===== src/include/sm_status_pkg.sv =====
package sm_status_pkg;

    // ----------------------------------------
    // widths
    // ----------------------------------------
    localparam int DATA_W = 32;
    localparam int NUM_LOC = 5;
    localparam int HOST_SYNC_W = DATA_W + 4;

    // ----------------------------------------
    // locality status register fields
    // ----------------------------------------
    localparam int STS_VALID_BIT = 7;
    localparam int STS_CMD_READY_BIT = 6;
    localparam int STS_GO_BIT = 5;
    localparam int STS_RESP_AVAIL_BIT = 4;
    localparam int STS_EXPECT_BIT = 3;
    localparam int STS_RETRY_BIT = 1;
    localparam int STS_LAUNCH_CLR_BIT = 25;
    localparam logic [31:0] STS_WR_MASK = 32'h0200_0062;

    // ----------------------------------------
    // locality access register fields
    // ----------------------------------------
    localparam int ACC_VALID_BIT = 7;
    localparam int ACC_LAUNCH_BIT = 0;

    // ----------------------------------------
    // reset values and timing
    // ----------------------------------------
    localparam logic LAUNCH_FLAG_RST = 1'b1;
    localparam logic [31:0] RD_DATA_RST = 32'h0000_0000;
    localparam logic [3:0] SETTLE_CYCLES = 4'h3;

    typedef enum logic [2:0] {
        ST_IDLE,
        ST_READY,
        ST_RECEIVE,
        ST_EXECUTE,
        ST_COMPLETE
    } cmd_state_t;

    // number of writable status fields set in a write word
    function automatic logic [5:0] field_count(input logic [31:0] d);
        logic [5:0] n;
        n = 6'h00;
        for (int i = 0; i < 32; i++)
        begin
            n = n + {5'h00, d[i] & STS_WR_MASK[i]};
        end
        return n;
    endfunction : field_count

endpackage : sm_status_pkg


===== src/design/link_sampler.sv =====
module link_sampler
    import sm_status_pkg::*;
(
    input wire logic clk,                   // core clock
    input wire logic rst_b,                 // async reset, active low
    input wire logic linkClk,               // host bus clock pin
    input wire logic [HOST_SYNC_W-1:0] din, // host pins
    output logic [HOST_SYNC_W-1:0] dout,    // synchronised host pins
    output logic linkRise                   // one-cycle pulse per link rise
);

    // ----------------------------------------
    // two-stage synchronisers
    // ----------------------------------------
    logic [HOST_SYNC_W-1:0] dMeta_reg;
    logic [HOST_SYNC_W-1:0] dSync_reg;
    logic [2:0] clkSh_reg;
    logic [2:0] clkSh_next;

    always_comb
    begin
        clkSh_next = {clkSh_reg[1:0], linkClk};
    end

    always_ff @(posedge clk or negedge rst_b)
    begin
        if (!rst_b)
        begin
            dMeta_reg <= '0;
            dSync_reg <= '0;
            clkSh_reg <= 3'h0;
        end
        else
        begin
            dMeta_reg <= din;
            dSync_reg <= dMeta_reg;
            clkSh_reg <= clkSh_next;
        end
    end

    // edge found only from the second and third stages
    assign linkRise = clkSh_reg[1] & ~clkSh_reg[2];
    assign dout = dSync_reg;

endmodule : link_sampler


===== src/design/launch_flag_store.sv =====
module launch_flag_store
    import sm_status_pkg::*;
(
    input wire logic clk,          // core clock
    input wire logic rst_b,        // async reset, active low
    input wire logic nvValid,      // retained value is available
    input wire logic nvValue,      // retained flag value
    input wire logic launchRcv,    // launch command received, pulse
    input wire logic clearReq,     // software clear request, pulse
    output logic flag,             // current launch-absent flag
    output logic regValid,         // flag holds its true value
    output logic nvWrEn,           // write retained copy, pulse
    output logic nvWrData,         // value to retain
    output logic rootUpdateGo      // root register may update, pulse
);

    logic flag_reg;
    logic flag_next;
    logic loaded_reg;
    logic loaded_next;
    logic pend_reg;
    logic pend_next;
    logic wr_reg;
    logic wr_next;
    logic go_reg;
    logic go_next;

    // ----------------------------------------
    // flag update
    // ----------------------------------------
    always_comb
    begin
        flag_next = flag_reg;
        loaded_next = loaded_reg;
        pend_next = pend_reg;
        wr_next = 1'b0;
        go_next = 1'b0;
        if (!loaded_reg)
        begin
            if (nvValid)
            begin
                flag_next = nvValue;
                loaded_next = 1'b1;
            end
        end
        else if (launchRcv)
        begin
            // launch beats a clear in the same cycle
            flag_next = 1'b0;
            pend_next = 1'b1;
            wr_next = flag_reg;
        end
        else
        begin
            if (clearReq)
            begin
                flag_next = 1'b1;
                wr_next = ~flag_reg;
            end
            if (pend_reg && !flag_reg)
            begin
                go_next = 1'b1;
                pend_next = 1'b0;
            end
        end
    end

    always_ff @(posedge clk or negedge rst_b)
    begin
        if (!rst_b)
        begin
            flag_reg <= LAUNCH_FLAG_RST;
            loaded_reg <= 1'b0;
            pend_reg <= 1'b0;
            wr_reg <= 1'b0;
            go_reg <= 1'b0;
        end
        else
        begin
            flag_reg <= flag_next;
            loaded_reg <= loaded_next;
            pend_reg <= pend_next;
            wr_reg <= wr_next;
            go_reg <= go_next;
        end
    end

    assign flag = flag_reg & loaded_reg;
    assign regValid = loaded_reg;
    assign nvWrEn = wr_reg;
    assign nvWrData = flag_reg;
    assign rootUpdateGo = go_reg;

endmodule : launch_flag_store


===== src/design/secure_module_status_regs.sv =====
module secure_module_status_regs
    import sm_status_pkg::*;
(
    input wire logic clk,                 // core clock, 250 MHz
    input wire logic rst_b,               // async reset, active low
    input wire logic linkClk,             // host bus clock pin
    input wire logic hostStsWr,           // status write strobe pin
    input wire logic hostStsRd,           // status read strobe pin
    input wire logic hostAccRd,           // access read strobe pin
    input wire logic hostFifoWr,          // command byte write pin
    input wire logic [31:0] hostWrData,   // host write data pins
    input wire logic execDone,            // engine finished, pulse
    input wire logic respAvailIn,         // response bytes remain
    input wire logic respLvlOk,           // respAvailIn is settled
    input wire logic expectIn,            // more command bytes expected
    input wire logic expectLvlOk,         // expectIn is settled
    input wire logic launchRcv,           // launch command seen, pulse
    input wire logic localityChg,         // active locality changed
    input wire logic fastReady,           // ack also readies device
    input wire logic nvValid,             // retained flag is loaded
    input wire logic nvValue,             // retained flag value
    output logic [31:0] rdData,           // read answer data
    output logic rdDone,                  // read answer strobe
    output logic rdWait,                  // status read held in wait
    output logic execStart,               // start command, pulse
    output logic execAbort,               // abort command, pulse
    output logic releaseRes,              // free both queues, pulse
    output logic prepReady,               // prepare for command, pulse
    output logic [NUM_LOC-1:0] launchLoc, // flag seen by each locality
    output logic accessRegValid,          // access register valid
    output logic rootUpdateGo,            // root register update, pulse
    output logic nvWrEn,                  // retained write, pulse
    output logic nvWrData                 // retained write value
);

    // ----------------------------------------
    // host pin sampling
    // ----------------------------------------
    logic [HOST_SYNC_W-1:0] hostRaw;
    logic [HOST_SYNC_W-1:0] hostSync;
    logic linkRise;
    logic [31:0] wrData;
    logic takeStsWr;
    logic takeStsRd;
    logic takeAccRd;
    logic takeFifoWr;

    assign hostRaw = {hostStsWr, hostStsRd, hostAccRd, hostFifoWr,
                      hostWrData};

    link_sampler u_sampler (
        .clk(clk),
        .rst_b(rst_b),
        .linkClk(linkClk),
        .din(hostRaw),
        .dout(hostSync),
        .linkRise(linkRise)
    );

    assign wrData = hostSync[DATA_W-1:0];
    assign takeStsWr = linkRise & hostSync[DATA_W+3];
    assign takeStsRd = linkRise & hostSync[DATA_W+2];
    assign takeAccRd = linkRise & hostSync[DATA_W+1];
    assign takeFifoWr = linkRise & hostSync[DATA_W];

    // ----------------------------------------
    // status write decode
    // ----------------------------------------
    logic [5:0] setCount;
    logic wrOk;
    logic readyWr;
    logic goWr;
    logic clearWr;

    always_comb
    begin
        setCount = field_count(wrData);
        wrOk = takeStsWr && (setCount == 6'h01);
        // zero fields are simply not acted upon
        readyWr = wrOk && wrData[STS_CMD_READY_BIT];
        goWr = wrOk && wrData[STS_GO_BIT];
        clearWr = wrOk && wrData[STS_LAUNCH_CLR_BIT];
    end

    // ----------------------------------------
    // launch flag
    // ----------------------------------------
    logic launchFlag;

    launch_flag_store u_flag (
        .clk(clk),
        .rst_b(rst_b),
        .nvValid(nvValid),
        .nvValue(nvValue),
        .launchRcv(launchRcv),
        .clearReq(clearWr),
        .flag(launchFlag),
        .regValid(accessRegValid),
        .nvWrEn(nvWrEn),
        .nvWrData(nvWrData),
        .rootUpdateGo(rootUpdateGo)
    );

    // one flag fanned out to every locality
    genvar gl;
    generate
        for (gl = 0; gl < NUM_LOC; gl++)
        begin : g_loc
            assign launchLoc[gl] = launchFlag;
        end
    endgenerate

    // ----------------------------------------
    // command state machine
    // ----------------------------------------
    cmd_state_t state_reg;
    cmd_state_t state_next;
    logic start_reg;
    logic start_next;
    logic abort_reg;
    logic abort_next;
    logic rel_reg;
    logic rel_next;
    logic prep_reg;
    logic prep_next;

    always_comb
    begin
        state_next = state_reg;
        start_next = 1'b0;
        abort_next = 1'b0;
        rel_next = 1'b0;
        prep_next = 1'b0;
        if (localityChg)
        begin
            state_next = ST_IDLE;
            abort_next = (state_reg == ST_EXECUTE);
            rel_next = 1'b1;
        end
        else
        begin
            unique case (state_reg)
                ST_IDLE:
                begin
                    if (readyWr)
                    begin
                        state_next = ST_READY;
                        prep_next = 1'b1;
                    end
                end
                ST_READY:
                begin
                    if (takeFifoWr)
                    begin
                        state_next = ST_RECEIVE;
                    end
                end
                ST_RECEIVE:
                begin
                    if (goWr)
                    begin
                        state_next = ST_EXECUTE;
                        start_next = 1'b1;
                    end
                    else if (readyWr)
                    begin
                        // partial command discarded, ready again
                        state_next = ST_READY;
                        prep_next = 1'b1;
                        rel_next = 1'b1;
                    end
                end
                ST_EXECUTE:
                begin
                    if (readyWr)
                    begin
                        state_next = ST_IDLE;
                        abort_next = 1'b1;
                        rel_next = 1'b1;
                    end
                    else if (execDone)
                    begin
                        state_next = ST_COMPLETE;
                    end
                end
                ST_COMPLETE:
                begin
                    if (readyWr)
                    begin
                        rel_next = 1'b1;
                        if (fastReady)
                        begin
                            state_next = ST_READY;
                            prep_next = 1'b1;
                        end
                        else
                        begin
                            state_next = ST_IDLE;
                        end
                    end
                end
                default:
                begin
                    state_next = ST_IDLE;
                end
            endcase
        end
    end

    always_ff @(posedge clk or negedge rst_b)
    begin
        if (!rst_b)
        begin
            state_reg <= ST_IDLE;
            start_reg <= 1'b0;
            abort_reg <= 1'b0;
            rel_reg <= 1'b0;
            prep_reg <= 1'b0;
        end
        else
        begin
            state_reg <= state_next;
            start_reg <= start_next;
            abort_reg <= abort_next;
            rel_reg <= rel_next;
            prep_reg <= prep_next;
        end
    end

    assign execStart = start_reg;
    assign execAbort = abort_reg;
    assign releaseRes = rel_reg;
    assign prepReady = prep_reg;

    // ----------------------------------------
    // status word
    // ----------------------------------------
    logic [31:0] stsWord;
    logic [31:0] accWord;
    logic dynOk;

    always_comb
    begin
        dynOk = 1'b1;
        if ((state_reg == ST_COMPLETE) && !respLvlOk)
        begin
            dynOk = 1'b0;
        end
        if ((state_reg == ST_RECEIVE) && !expectLvlOk)
        begin
            dynOk = 1'b0;
        end
        stsWord = 32'h0000_0000;
        stsWord[STS_CMD_READY_BIT] = (state_reg == ST_READY);
        stsWord[STS_RESP_AVAIL_BIT] = (state_reg == ST_COMPLETE)
                                      && respAvailIn && respLvlOk;
        stsWord[STS_EXPECT_BIT] = (state_reg == ST_RECEIVE)
                                  && expectIn && expectLvlOk;
        stsWord[STS_VALID_BIT] = dynOk;
        accWord = 32'h0000_0000;
        accWord[ACC_VALID_BIT] = accessRegValid;
        accWord[ACC_LAUNCH_BIT] = launchFlag;
    end

    // ----------------------------------------
    // read answer with wait states
    // ----------------------------------------
    logic [3:0] settle_reg;
    logic [3:0] settle_next;
    logic pend_reg;
    logic pend_next;
    logic [31:0] rdData_reg;
    logic [31:0] rdData_next;
    logic done_reg;
    logic done_next;

    always_comb
    begin
        settle_next = settle_reg;
        pend_next = pend_reg;
        rdData_next = rdData_reg;
        done_next = 1'b0;
        if (state_next != state_reg)
        begin
            settle_next = SETTLE_CYCLES;
        end
        else if (settle_reg != 4'h0)
        begin
            settle_next = settle_reg - 4'h1;
        end
        if (takeStsRd)
        begin
            pend_next = 1'b1;
        end
        if (pend_reg && (settle_reg == 4'h0))
        begin
            // fields stable: release the held access
            rdData_next = stsWord;
            done_next = 1'b1;
            pend_next = 1'b0;
        end
        else if (takeAccRd)
        begin
            rdData_next = accWord;
            done_next = 1'b1;
        end
    end

    always_ff @(posedge clk or negedge rst_b)
    begin
        if (!rst_b)
        begin
            settle_reg <= 4'h0;
            pend_reg <= 1'b0;
            rdData_reg <= RD_DATA_RST;
            done_reg <= 1'b0;
        end
        else
        begin
            settle_reg <= settle_next;
            pend_reg <= pend_next;
            rdData_reg <= rdData_next;
            done_reg <= done_next;
        end
    end

    assign rdData = rdData_reg;
    assign rdDone = done_reg;
    assign rdWait = pend_reg;

endmodule : secure_module_status_regs


===== config.mk =====
export PLATFORM = sky130hd
export DESIGN_NAME = secure_module_status_regs
export DESIGN_NICKNAME = d
export VERILOG_FILES = /design/src/include/sm_status_pkg.sv /design/src/design/link_sampler.sv /design/src/design/launch_flag_store.sv /design/src/design/secure_module_status_regs.sv
export SDC_FILE = /design/constraint.sdc
export NUM_CORES = 1
export LEC_CHECK = 0
export BUFFER_PORTS_ARGS = -buffer_cell sky130_fd_sc_hd__buf_2
export CAP_MARGIN = 30
export CORE_AREA = 2 2 94 96
export DETAILED_ROUTE_END_ITERATION = 10
export DIE_AREA = 0 0 96 98
export MAX_ROUTING_LAYER = met4
export PLACE_DENSITY = 0.56
export SLEW_MARGIN = 20
export SYNTH_ARGS = -nofsm -noshare
export SYNTH_HDL_FRONTEND = slang
export SYNTH_SLANG_ARGS = --single-unit

===== constraint.sdc =====
create_clock -name clk -period 2.8 [get_ports clk]
set_input_delay 0.28 -clock clk [delete_from_list [all_inputs] [get_ports clk]]
set_output_delay 0.28 -clock clk [all_outputs]
set_load 0.01 [all_outputs]

Yosys cells after proc, flatten, opt, wreduce, memory -nomap -nowiden
Index checks and enable logic that the tools add are counted.
{"block": "totals", "regBits": 125, "in_bits": 49, "output_inout_bits": 47, "wordCells": 108}
{"block": "op_classes", "addsub": 4, "n_eq_ne": 7, "n_mux": 46, "bitwise_logic": 8, "n_reduce_logical": 26}
{"operator": "$mux W32", "n": 2}
{"operator": "$mux W1", "n": 32}
{"operator": "$mux W3", "n": 7}
{"operator": "$pmux W3 S5", "n": 1}
{"operator": "$logic_and A1 B1 Y1", "n": 12}
{"operator": "$reduce_bool A2 Y1", "n": 5}
{"operator": "$mux W4", "n": 2}
{"operator": "$and A1 B1 Y1", "n": 6}
{"operator": "$eq A3 B2 Y1 const B", "n": 2}
{"operator": "$add A3 B1 Y4", "n": 1}
{"operator": "$eq A4 B1 Y1 const B", "n": 1}
{"operator": "$logic_not A4 Y1", "n": 1}
{"operator": "$reduce_and A2 Y1", "n": 2}
{"operator": "$reduce_bool A4 Y1", "n": 1}
{"operator": "$sub A4 B1 Y4 const B", "n": 1}
{"operator": "$add A2 B1 Y3", "n": 1}
{"operator": "$eq A3 B1 Y1 const B", "n": 1}
{"operator": "$eq A3 B3 Y1 const B", "n": 1}
{"operator": "$logic_not A1 Y1", "n": 3}
{"operator": "$logic_not A3 Y1", "n": 1}
{"operator": "$ne A3 B3 Y1", "n": 1}
{"operator": "$ne A3 B3 Y1 const B", "n": 1}
{"operator": "$pmux W1 S3", "n": 1}
{"operator": "$add A1 B1 Y2", "n": 1}
{"operator": "other kinds (3)", "n": 4}

Depth between registers and ports, before layout
Gate-level depths: netlist of run 1.
{"block": "logic_depth", "ltp_word": 12, "ltp_mapped": 11, "mapped_depth_nobuf": 10}

By module
A second synthesis of run 1 with hierarchy kept.
{"block": "unflattened", "hier_cells": 248, "hier_area_um2": 3489.6}
{"module": "link_sampler", "n_inst": 1, "cells_each": 76, "area_per_inst_um2": 1890.6, "seq_area_each_um2": 1876.8}
{"module": "secure_module_status_regs", "n_inst": 1, "cells_each": 156, "area_per_inst_um2": 1388.8, "seq_area_each_um2": 450.4}
{"module": "launch_flag_store", "n_inst": 1, "cells_each": 16, "area_per_inst_um2": 210.2, "seq_area_each_um2": 126.4}

Least setup slack after synthesis of run 1
No wires, ideal clock.
{"block": "synth_path", "kind": "reg2reg", "start": "register u_sampler.dSync_reg[5] (netlist: u_sampler.dout[5])", "end": "register settle_reg[1]", "setup_time_ns": 0.139, "arrival_time_ns": 2.728, "t_required_ns": 2.661, "setup_slack_ns": -0.067, "path_stages_with_launch": 12, "n_path_buf": 1, "period_less_slack_ns": 2.867, "path_cell_list": "dfrtp_1 > inv_1 > fa_1 > inv_1 > ha_1 > ha_1 > and4bb_4 > and3_4 > buf_6 > o32ai_2 > nand3_2 > or4_1"}
{"block": "synth_via", "elab_chain_cells": 12, "word_cells_on_any_way": 16, "cone_classes": "add/sub: 3; eq/ne: 2; mux: 7; reduce/logical: 4"}
{"element": "from (decl)", "line": "link_sampler.sv:16", "source": "logic [HOST_SYNC_W-1:0] dSync_reg;"}
{"element": "from (signal assigned)", "line": "link_sampler.sv:36", "source": "dSync_reg <= dMeta_reg;"}
{"element": "$add A1 B1 Y2", "line": "sm_status_pkg.sv:49", "source": "n = n + {5'h00, d[i] & STS_WR_MASK[i]};"}
{"element": "$add A2 B1 Y3", "line": "sm_status_pkg.sv:49"}
{"element": "$add A3 B1 Y4", "line": "sm_status_pkg.sv:49"}
{"element": "$eq A4 B1 Y1", "line": "secure_module_status_regs.sv:78", "source": "wrOk = takeStsWr && (setCount == 6'h01);"}
{"element": "$logic_and A1 B1 Y1", "line": "secure_module_status_regs.sv:78"}
{"element": "$logic_and A1 B1 Y1", "line": "secure_module_status_regs.sv:80", "source": "readyWr = wrOk && wrData[STS_CMD_READY_BIT];"}
{"element": "$mux W3", "line": "secure_module_status_regs.sv:145, secure_module_status_regs.sv:165"}
{"element": "$mux W3", "line": "secure_module_status_regs.sv:160", "source": "if (goWr)"}
{"element": "$pmux W3 S5 (*)", "line": "secure_module_status_regs.sv:142", "source": "unique case (state_reg)"}
{"element": "$mux W3 (*)", "line": "secure_module_status_regs.sv:134", "source": "if (localityChg)"}
{"element": "$ne A3 B3 Y1 (*)", "line": "secure_module_status_regs.sv:283", "source": "if (state_next != state_reg)"}
{"element": "$mux W4 or $reduce_bool A2 Y1 (tied branches)"}
{"element": "to (signal assigned)", "line": "secure_module_status_regs.sv:320", "source": "settle_reg <= settle_next;"}
{"element": "to (decl)", "line": "secure_module_status_regs.sv:268", "source": "logic [3:0] settle_reg;"}
Mark *: on every way between the ends. The rest lies on a longest branch, timed or not.
A chain may end at the register's enable or synchronous reset.

Worst setup path in the final report of run 1
{"block": "layout_path", "start": "register u_sampler.dSync_reg[1] (netlist: u_sampler.dout[1])", "end": "register settle_reg[1]"}
{"block": "layout_via", "elab_chain_cells": 12, "word_cells_on_any_way": 16, "cone_classes": "add/sub: 3; eq/ne: 2; mux: 7; reduce/logical: 4"}
{"element": "$add A1 B1 Y2 (*)", "line": "sm_status_pkg.sv:49"}
{"element": "$add A2 B1 Y3 (*)", "line": "sm_status_pkg.sv:49"}
{"element": "$add A3 B1 Y4 (*)", "line": "sm_status_pkg.sv:49"}
{"element": "$eq A4 B1 Y1 (*)", "line": "secure_module_status_regs.sv:78"}
{"element": "$logic_and A1 B1 Y1 (*)", "line": "secure_module_status_regs.sv:78"}
{"element": "$logic_and A1 B1 Y1", "line": "secure_module_status_regs.sv:80"}
{"element": "$mux W3", "line": "secure_module_status_regs.sv:145, secure_module_status_regs.sv:165"}
{"element": "$mux W3", "line": "secure_module_status_regs.sv:160"}
{"element": "$pmux W3 S5 (*)", "line": "secure_module_status_regs.sv:142"}
{"element": "$mux W3 (*)", "line": "secure_module_status_regs.sv:134"}
{"element": "$ne A3 B3 Y1 (*)", "line": "secure_module_status_regs.sv:283"}
{"element": "$mux W4 or $reduce_bool A2 Y1 (tied branches)"}
Marks and branches as above.

==> impl_metrics.tcl, run 1 <==
set metrics [dict create \
    dpl.hpwl_mm 2.818 \
    reg2reg_depth 10 \
    yosysSeqAreaShare_pct 51.53 \
    cp.buffers_inverters 2 \
    drt-vias-per-instance 3.994 \
    clk_pin_slew_ns 0.08 \
    timing.rr.end "settle_reg[1]" \
    root_buffer "clkbuf_8" \
    cp_max_fo 6 \
    worstSetupPathType "reg2reg" \
    async_flop_share_pct 100.0 \
    track_usage_pct 8.597 \
    yosysTopAreaCell "dfrtp_1" \
    synthFlopType "dfrtp_1" \
    antenna_found_initial 0 \
    avgSynthCellArea_um2 10.58 \
    status "complete, but fails checks" \
    routed_wl_mm 3.819 \
    whs_path_depth 1 \
    drtPass1Iterations 4 \
    die_h_um 98 \
    final_common_cell "dfrtp_1" \
    final_cells 346 \
    ioPinCount 96 \
    final_hold_viol_count 0 \
    crit_chain "inv_1 -> fa_1 -> inv_1 -> ha_2 -> ha_4 -> and4bb_4 -> and3_4 -> o211ai_1 -> nand3_2 -> or4_4" \
    cts_made_buffers 5 \
    grt_pass1_wl_mm 6.051 \
    drc 0 \
    path_delay_family "simple AND/OR/NAND/NOR gates" \
    start_util_pct 24.12 \
    cts_tree "yes" \
    core_area_um2 8466 \
    required_ns 2.97 \
    synth_cells 193 \
    syn_area_um2 2042 \
    grt_max_degree 43 \
    clock.fmax_mhz 344.8 \
    yosys-top-cells-area "dfrtp_1, buf_4, nand2_1" \
    hp-class "in2reg" \
    slowest_stage "or4_4" \
    final_cell_mix "dfrtp_1, buf_2, conb_1" \
    numPortBuffers 40 \
    critPathMaxStageDelay_ns 0.55 \
    dp_cells 334 \
    num_vias 1382 \
    min_period_ns 2.900 \
    ys.warnings.count 0 \
    min_from "hostWrData[1]" \
    finalPower_mw 1.455 \
    overflow 0 \
    drtIter0Drc 71 \
    ant_nets 0 \
    power.density_nw_per_um2 593.4 \
    clkSinkCount 42 \
    yosysTopAreaCellShare_pct 50.25 \
    nets 291 \
    critPathMostFrequentCell "inv_1" \
    power_leakage_nw 1.174 \
    reg2reg_from "u_sampler.dout[1]" \
    fp.dieW_um 96 \
    peakVddDrop_mv 0.2745 \
    cp-end-kind "flip-flop" \
    syn2layout_area_growth_pct 20.10 \
    rrSetupSlack_ns -0.10 \
    fin_hold_ws_ns 0.09187 \
    first_global_vias 1262 \
    gp_congestion 0.8246 \
    synth.distinct_cells 46 \
    rows 34 \
    synth-edff-count 0 \
    postPlaceCellArea_um2 2261 \
    clock_skew_ns 0.008032 \
    postLayoutCellArea_um2 2452 \
    drive_above_1_share_pct 31.93 \
    cts_htree_levels 2 \
    cp-start-kind "flip-flop" \
    dieArea_um2 9408 \
    setup-tns-final_ns -0.1971 \
    clockBufferDepth 2 \
    cap_violations 0 \
    holdPathEnd "u_sampler.dMeta_reg[1]" \
    failed_checks "negative setup slack" \
    antenna_cells 0 \
    finalCritPeriodShare_pct 103.6 \
    insertion_delay_ns 0.29 \
    setup_slack_ns -0.1001 \
    wire_per_inst_um 11.04 \
    setup_viol 2 \
    ys_ff_latch 42 \
    worstPathArrival_ns 3.07 \
    drv_slew 0 \
    rsz0062_at_grt "true" \
]
==> metal layers <==
| metal | part of all wire (%) | track usage [%] | vias up | wire length, µm |
|---|---|---|---|---|
| li1 | - | - | 688 | - |
| met1 | 43 | 10.04 | 648 | 1630 |
| met2 | 51 | 13.35 | 37 | 1933 |
| met3 | 4.0 | 2.701 | 9 | 153 |
| met4 | 2.6 | 3.956 | 0 | 101 |
| met5 | 0 | - | - | 0 |
==> worst max-delay path by stage <==
stage / cells past startpoint / end / startpoint / slack, ns
global placement: 10 / settle_reg[1] / u_sampler.dout[25] / -0.04
CTS: 10 / settle_reg[1] / u_sampler.dout[1] / 0.01
detailed placement: 10 / settle_reg[1] / u_sampler.dout[1] / -0.04
floorplan: 11 / settle_reg[1] / u_sampler.dout[5] / -0.02
finish: 10 / settle_reg[1] / u_sampler.dout[1] / -0.10
global route: 10 / settle_reg[1] / u_sampler.dout[25] / -0.20
==> report_power, final <==
part           switching (mW)  internal (mW)
registers              0.0455          0.672
clock network           0.205          0.198
logic                   0.165          0.170
==> final cells by class <==
cell class              count  area, µm²
inverters                   9      33.78
clock inverters             2      12.51
repair buffers             51      305.3
fillers                   865       6013
flip-flops and latches     42       1052
well taps                 108      135.1
multi-input cells         128      830.8
clock buffers               6      82.58
==> cells by family after synthesis <==
kind of cell,synth area share [%]
compound gates,10.30
xor+xnor,0.8580
fa+ha+maj,3.432
buf+inv,15.44
flops,51.53
mux,0.9804
other cells,0.1836
simple gates,17.28
==> Yosys cell counts (3+ instances only) <==
master    count
and2_1        3
o21ai_0       7
nand2_1      15
nand3b_1      3
nand3_1       5
nor3b_1       4
nor2_1        9
inv_1         9
ha_1          4
nor3_1        3
buf_2         3
a21oi_1       8
clkbuf_1      4
nand2b_1      3
buf_4        32
nor2b_1       3
dfrtp_1      41
==> worst register-to-register path, stage by stage (launching register included) <==
cell	delay, ns
dfrtp_1	0.33
inv_1	0.05
fa_1	0.52
inv_1	0.04
ha_2	0.17
ha_4	0.25
and4bb_4	0.24
and3_4	0.21
o211ai_1	0.26
nand3_2	0.17
or4_4	0.55
==> repair_timing <==
| item | CTS | global route |
|---|---|---|
| endpoints found under the hold margin | 0 | 16 |
| setup buffers | 0 | 2 |
| gates resized for setup | 0 | 7 |
| hold buffers | 0 | 1 |
| endpoints found under the setup margin | 2 | 2 |
| pin swaps | 2 | 6 |
==> through the flow <==
stage / setup slack (ns) / util, %
2_1_floorplan: -0.02183 / -
3_3_place_gp: -0.04190 / 26.71
3_5_place_dp: -0.03707 / 26.71
4_1_cts: 0.01242 / 27.83
5_1_grt: -0.2036 / 28.97
6_report: -0.1001 / 28.97
(Power assumes the default switching activity.)
==> run 2: changes to the inputs <==
Settings changed: PLACE_DENSITY 0.56 to 0.54.
Clock period 2.8 ns to 3 ns, I/O delays scaled along.
==> run 2 against run 1 <==
The flow now finishes without violations. Total power shrank 5.0%. Sequential cell count is the same. Critical path depth stayed put. Die area is the same. Clock skew fell by 0.00066 ns. Final cell count is 0.58% lower. Via count decreased by 1.7%. Global-route usage grew 0.32 points. Combinational power shrank 16%. Non-clock buffer count down 2. Critical path type unchanged. Largest cell class unchanged. Largest power group unchanged. Highest routed layer unchanged.
==> impl_metrics.tcl, run 2 (synthesis gave the netlist of run 1 again) <==
set metrics [dict create \
    setup_slack_ns 0.1707 \
    cts_tree "yes" \
    setup_viol 0 \
    clock.fmax_mhz 353.4 \
    grt_pass1_wl_mm 6.396 \
    cts_htree_levels 2 \
    drtIter0Drc 142 \
    ioPinCount 96 \
    reg2reg_depth 10 \
    track_usage_pct 8.913 \
    drtPass1Iterations 4 \
    nets 289 \
    place_ws_ns 0.1127 \
    rsz0062_at_grt "false" \
    required_ns 3.17 \
    hp-class "in2reg" \
    power_leakage_nw 1.174 \
    cts_made_buffers 5 \
    setup-tns-final_ns 0 \
    rows 34 \
    die_h_um 98 \
    drc 0 \
    drv_slew 0 \
    worstPathArrival_ns 3.00 \
    num_vias 1359 \
    finalCritPeriodShare_pct 94.31 \
    antenna_found_initial 0 \
    clkSinkCount 42 \
    overflow 0 \
    worstSetupPathType "reg2reg" \
    fp.dieW_um 96 \
    drive_above_1_share_pct 29.24 \
    final_cell_mix "dfrtp_1, buf_2, conb_1" \
    tightest_slew_ns 0.5234 \
    final_hold_viol_count 0 \
    whs_path_depth 1 \
    final_common_cell "dfrtp_1" \
    min_period_ns 2.829 \
    syn2layout_area_growth_pct 18.20 \
    root_buffer "clkbuf_8" \
    fillers 901 \
    peakVddDrop_mv 0.2415 \
    cp_max_fo 6 \
    postLayoutCellArea_um2 2414 \
    ant_nets 0 \
    clock_skew_ns 0.007376 \
    routed_wl_mm 3.780 \
    cap_violations 0 \
    cp-end-kind "flip-flop" \
    finalPower_mw 1.383 \
    wire_per_inst_um 10.99 \
    numPortBuffers 40 \
    drt-vias-per-instance 3.951 \
    start_util_pct 24.12 \
    gp_congestion 0.7661 \
    clockBufferDepth 2 \
    clk_pin_slew_ns 0.08 \
    antenna_cells 0 \
    slew_headroom_pct 65.11 \
    core_area_um2 8466 \
    grt_max_degree 43 \
    power.density_nw_per_um2 573.0 \
    dieArea_um2 9408 \
    status "completed" \
    insertion_delay_ns 0.29 \
    postPlaceCellArea_um2 2238 \
    dpl.hpwl_mm 2.798 \
    first_global_vias 1321 \
    cp-start-kind "flip-flop" \
]
==> run 2: final cells by class <==
class                      instances  area (µm²)  area share, %
sequential                        42        1052          43.60
multi-input combinational        128       793.3          32.87
timing repair buffer              49       290.3          12.03
clock inverter                     3       40.04          1.659
clock buffer                       5       68.82          2.851
tap                              108       135.1          5.599
inverter                           9       33.78          1.400
==> run 2: repair_timing <==
action	CTS	global route
hold buffers	0	1
setup endpoints to repair	0	3
hold endpoints to repair	0	18
setup buffers	0	1
resized for setup	0	5
==> run 2: final timing paths <==
kind,startpoint,endpoint,slack [ns]
max reg2reg,u_sampler.dout[5],settle_reg[0],0.17
max,u_sampler.dout[5],settle_reg[0],0.17
min in group asynchronous,rst_b,u_flag.rootUpdateGo,0.50
min,hostStsRd,u_sampler.dMeta_reg[34],0.11
min reg2reg,u_sampler.dMeta_reg[1],u_sampler.dout[1],0.35
max in group asynchronous,rst_b,u_sampler.clkSh_reg[2],2.03
==> run 2: per-stage QoR <==
step	util (%)	std cells	hold slack [ns]
CTS	27.73	341	0.1013
global placement	26.44	333	0.3357
floorplan	-	219	0.004409
detailed placement	26.44	333	0.3347
global route	28.51	344	0.09262
finish	28.51	344	0.1142
==> run 2: report_power, final <==
| group | switching [mW] | internal (mW) |
|---|---|---|
| sequential | 0.0391 | 0.627 |
| clock | 0.191 | 0.245 |
| combinational | 0.149 | 0.132 |
==> run 2: routing by layer <==
layer / global-route usage, % / share of wire [%]
met1: 12.45 / 48
met2: 12.18 / 46
met3: 2.778 / 5.2
met4: 2.967 / 0.53
met5: - / 0
==> run 2: critical path, stage by stage, from the launching register on <==
cell and delay, ns:
dfrtp_1 0.36, inv_2 0.05, fa_1 0.49, inv_1 0.04, ha_2 0.16, ha_1 0.26
and4bb_4 0.24, and3_4 0.21, o211ai_1 0.22, nand3_2 0.14, or4_1 0.53
==> run 3: changes to the inputs <==
--- a/config.mk
+++ b/config.mk
@@ -9,7 +9,7 @@
 export CAP_MARGIN = 30
-export CORE_AREA = 2 2 94 96
+export CORE_AREA = 2 2 78 65
 export DETAILED_ROUTE_END_ITERATION = 10
-export DIE_AREA = 0 0 96 98
+export DIE_AREA = 0 0 80 67
 export MAX_ROUTING_LAYER = met4
-export PLACE_DENSITY = 0.54
+export PLACE_DENSITY = 0.84
 export SLEW_MARGIN = 20
==> constraint.sdc (replaced) <==
create_clock -name clk -period 3 [get_ports clk]
set_input_delay 0.6 -clock clk [delete_from_list [all_inputs] [get_ports clk]]
set_output_delay 0.6 -clock clk [all_outputs]
set_load 0.01 [all_outputs]
==> run 3 against run 2 <==
Setup slack worse by 0.036 ns. Sequential power rose by 0.6%. Register-to-register slack got worse by 0.04 ns. Clock power grew 4%. Maximum frequency decreased by 1.2%. Sequential share of layout area increased by 1.2 points. Combinational power rose by 3%. Final cell count fell by 14%. First-iteration DRC count fell by 42%. Clock-buffer cell count unchanged. Highest routed layer unchanged.
==> impl_metrics.tcl, run 3 (synthesis gave the netlist of run 1 again) <==
set metrics [dict create \
    status "completed" \
    wire_per_inst_um 12.50 \
    final_common_cell "dfrtp_1" \
    hp-class "in2async" \
    finalCritPeriodShare_pct 95.50 \
    final_util_pct 52.08 \
    fp.dieW_um 80 \
    clock.fmax_mhz 349.0 \
    setup-tns-final_ns 0 \
    drive_above_1_share_pct 30.08 \
    multi_input_area_um2 797.0 \
    cp-start-kind "flip-flop" \
    final_hold_viol_count 0 \
    setup_viol 0 \
    cp_max_fo 5 \
    dieArea_um2 5360 \
    overflow 0 \
    grt_pass1_wl_mm 5.892 \
    path_delay_family "simple AND/OR/NAND/NOR gates" \
    start_util_pct 45.23 \
    antenna_found_initial 0 \
    worstSetupPathType "reg2reg" \
    slew_headroom_pct 45.36 \
    drtPass1Iterations 4 \
    clkSinkCount 42 \
    fillers 421 \
    num_vias 1404 \
    worstPathArrival_ns 3.04 \
    numPortBuffers 40 \
    clockBufferDepth 2 \
    finalPower_mw 1.412 \
    syn2layout_area_growth_pct 15.13 \
    peakVddDrop_mv 0.3447 \
    tightest_slew_ns 0.8178 \
    critPathMaxStageDelay_ns 0.52 \
    core_area_um2 4514 \
    track_usage_pct 14.90 \
    rows 22 \
    clock_skew_ns 0.01077 \
    regArea_um2 1052 \
    die_h_um 67 \
    routed_wl_mm 3.701 \
    drtIter0Drc 83 \
    required_ns 3.17 \
    ioPinCount 96 \
    postLayoutCellArea_um2 2351 \
    power.density_nw_per_um2 600.4 \
    drc 0 \
    gp_congestion 0.8306 \
    cts_made_buffers 5 \
    crit_chain "inv_2 -> fa_1 -> inv_1 -> ha_2 -> ha_1 -> and4bb_4 -> and3_4 -> o32ai_2 -> nand3_2 -> or4_4" \
    insertion_delay_ns 0.30 \
    drt-vias-per-instance 4.743 \
    final_cell_mix "dfrtp_1, buf_2, conb_1" \
    cp-end-kind "flip-flop" \
    dpl.hpwl_mm 2.626 \
    grt_max_degree 43 \
    power_leakage_nw 1.172 \
    postPlaceCellArea_um2 2186 \
    rsz0062_at_grt "false" \
    cts_tree "yes" \
    cts_htree_levels 2 \
    min_period_ns 2.865 \
    first_global_vias 1287 \
    cap_violations 0 \
    antenna_cells 0 \
    nets 289 \
    clk_pin_slew_ns 0.09 \
    cp.buffers_inverters 2 \
    root_buffer "clkbuf_8" \
    ant_nets 0 \
    drv_slew 0 \
    slowest_stage "or4_4" \
]
[run 3: cell count changes in the layout (fill, tap and decap cells not counted)]
cell	previous run	this run
buf_12	0	1
clkinv_2	2	1
or4_1	2	1
or4_4	0	1
buf_4	7	8
buf_16	1	0
dlygate4sd3_1	1	0
inv_6	0	1
[run 3: cell type report]
cell class / count / area share [%]
flip-flops and latches: 42 / 44.76
repair buffers: 49 / 11.92
multi-input cells: 128 / 33.90
clock buffers: 5 / 2.927
well taps: 60 / 3.193
inverters: 9 / 1.437
clock inverters: 3 / 1.863
[run 3: routing by layer]
metal,part of all wire [%],global-route usage [%]
met1,47,20.03
met2,46,21.77
met3,6.3,4.472
met4,0.97,4.661
met5,0,-
[run 3: worst reg2reg max path, stage by stage (launching register included)]
cell and delay [ns]:
dfrtp_1 0.37, inv_2 0.05, fa_1 0.50, inv_1 0.05
ha_2 0.16, ha_1 0.27, and4bb_4 0.25, and3_4 0.21
o32ai_2 0.26, nand3_2 0.12, or4_4 0.52
[run 3: stage by stage]
step / setup WS (ns) / hold slack, ns / std cells
after floorplan: 0.1330 / 0.3044 / 219
after global placement: 0.1672 / 0.3333 / 286
after detailed placement: 0.07860 / 0.3347 / 286
after CTS: 0.08293 / 0.3522 / 294
after global routing: 0.002825 / 0.1781 / 296
final: 0.1350 / 0.1628 / 296
[run 3: what timing repair did]
item / CTS / global route
setup endpoints to repair: 0 / 3
hold buffers: 0 / 0
resized for setup: 0 / 6
setup buffers: 0 / 1
[run 3: final timing paths]
path	from	endpoint	slack [ns]	cells after the start
setup reg to reg	u_sampler.dout[5]	settle_reg[0]	0.13	10
hold reg to reg	u_sampler.dMeta_reg[25]	u_sampler.dout[25]	0.35	0
min in group clk	u_sampler.dMeta_reg[25]	u_sampler.dout[25]	0.35	0
setup / recovery	u_sampler.dout[5]	settle_reg[0]	0.13	10
max in group asynchronous	rst_b	u_flag.nvWrData	2.31	2
hold / removal	rst_b	rdData[3]	0.16	1
[run 3: where the power goes]
part / switching, mW / total [mW] / internal (mW)
Sequential: 0.0431 / 0.670 / 0.627
Clock: 0.203 / 0.452 / 0.249
Combinational: 0.152 / 0.289 / 0.137
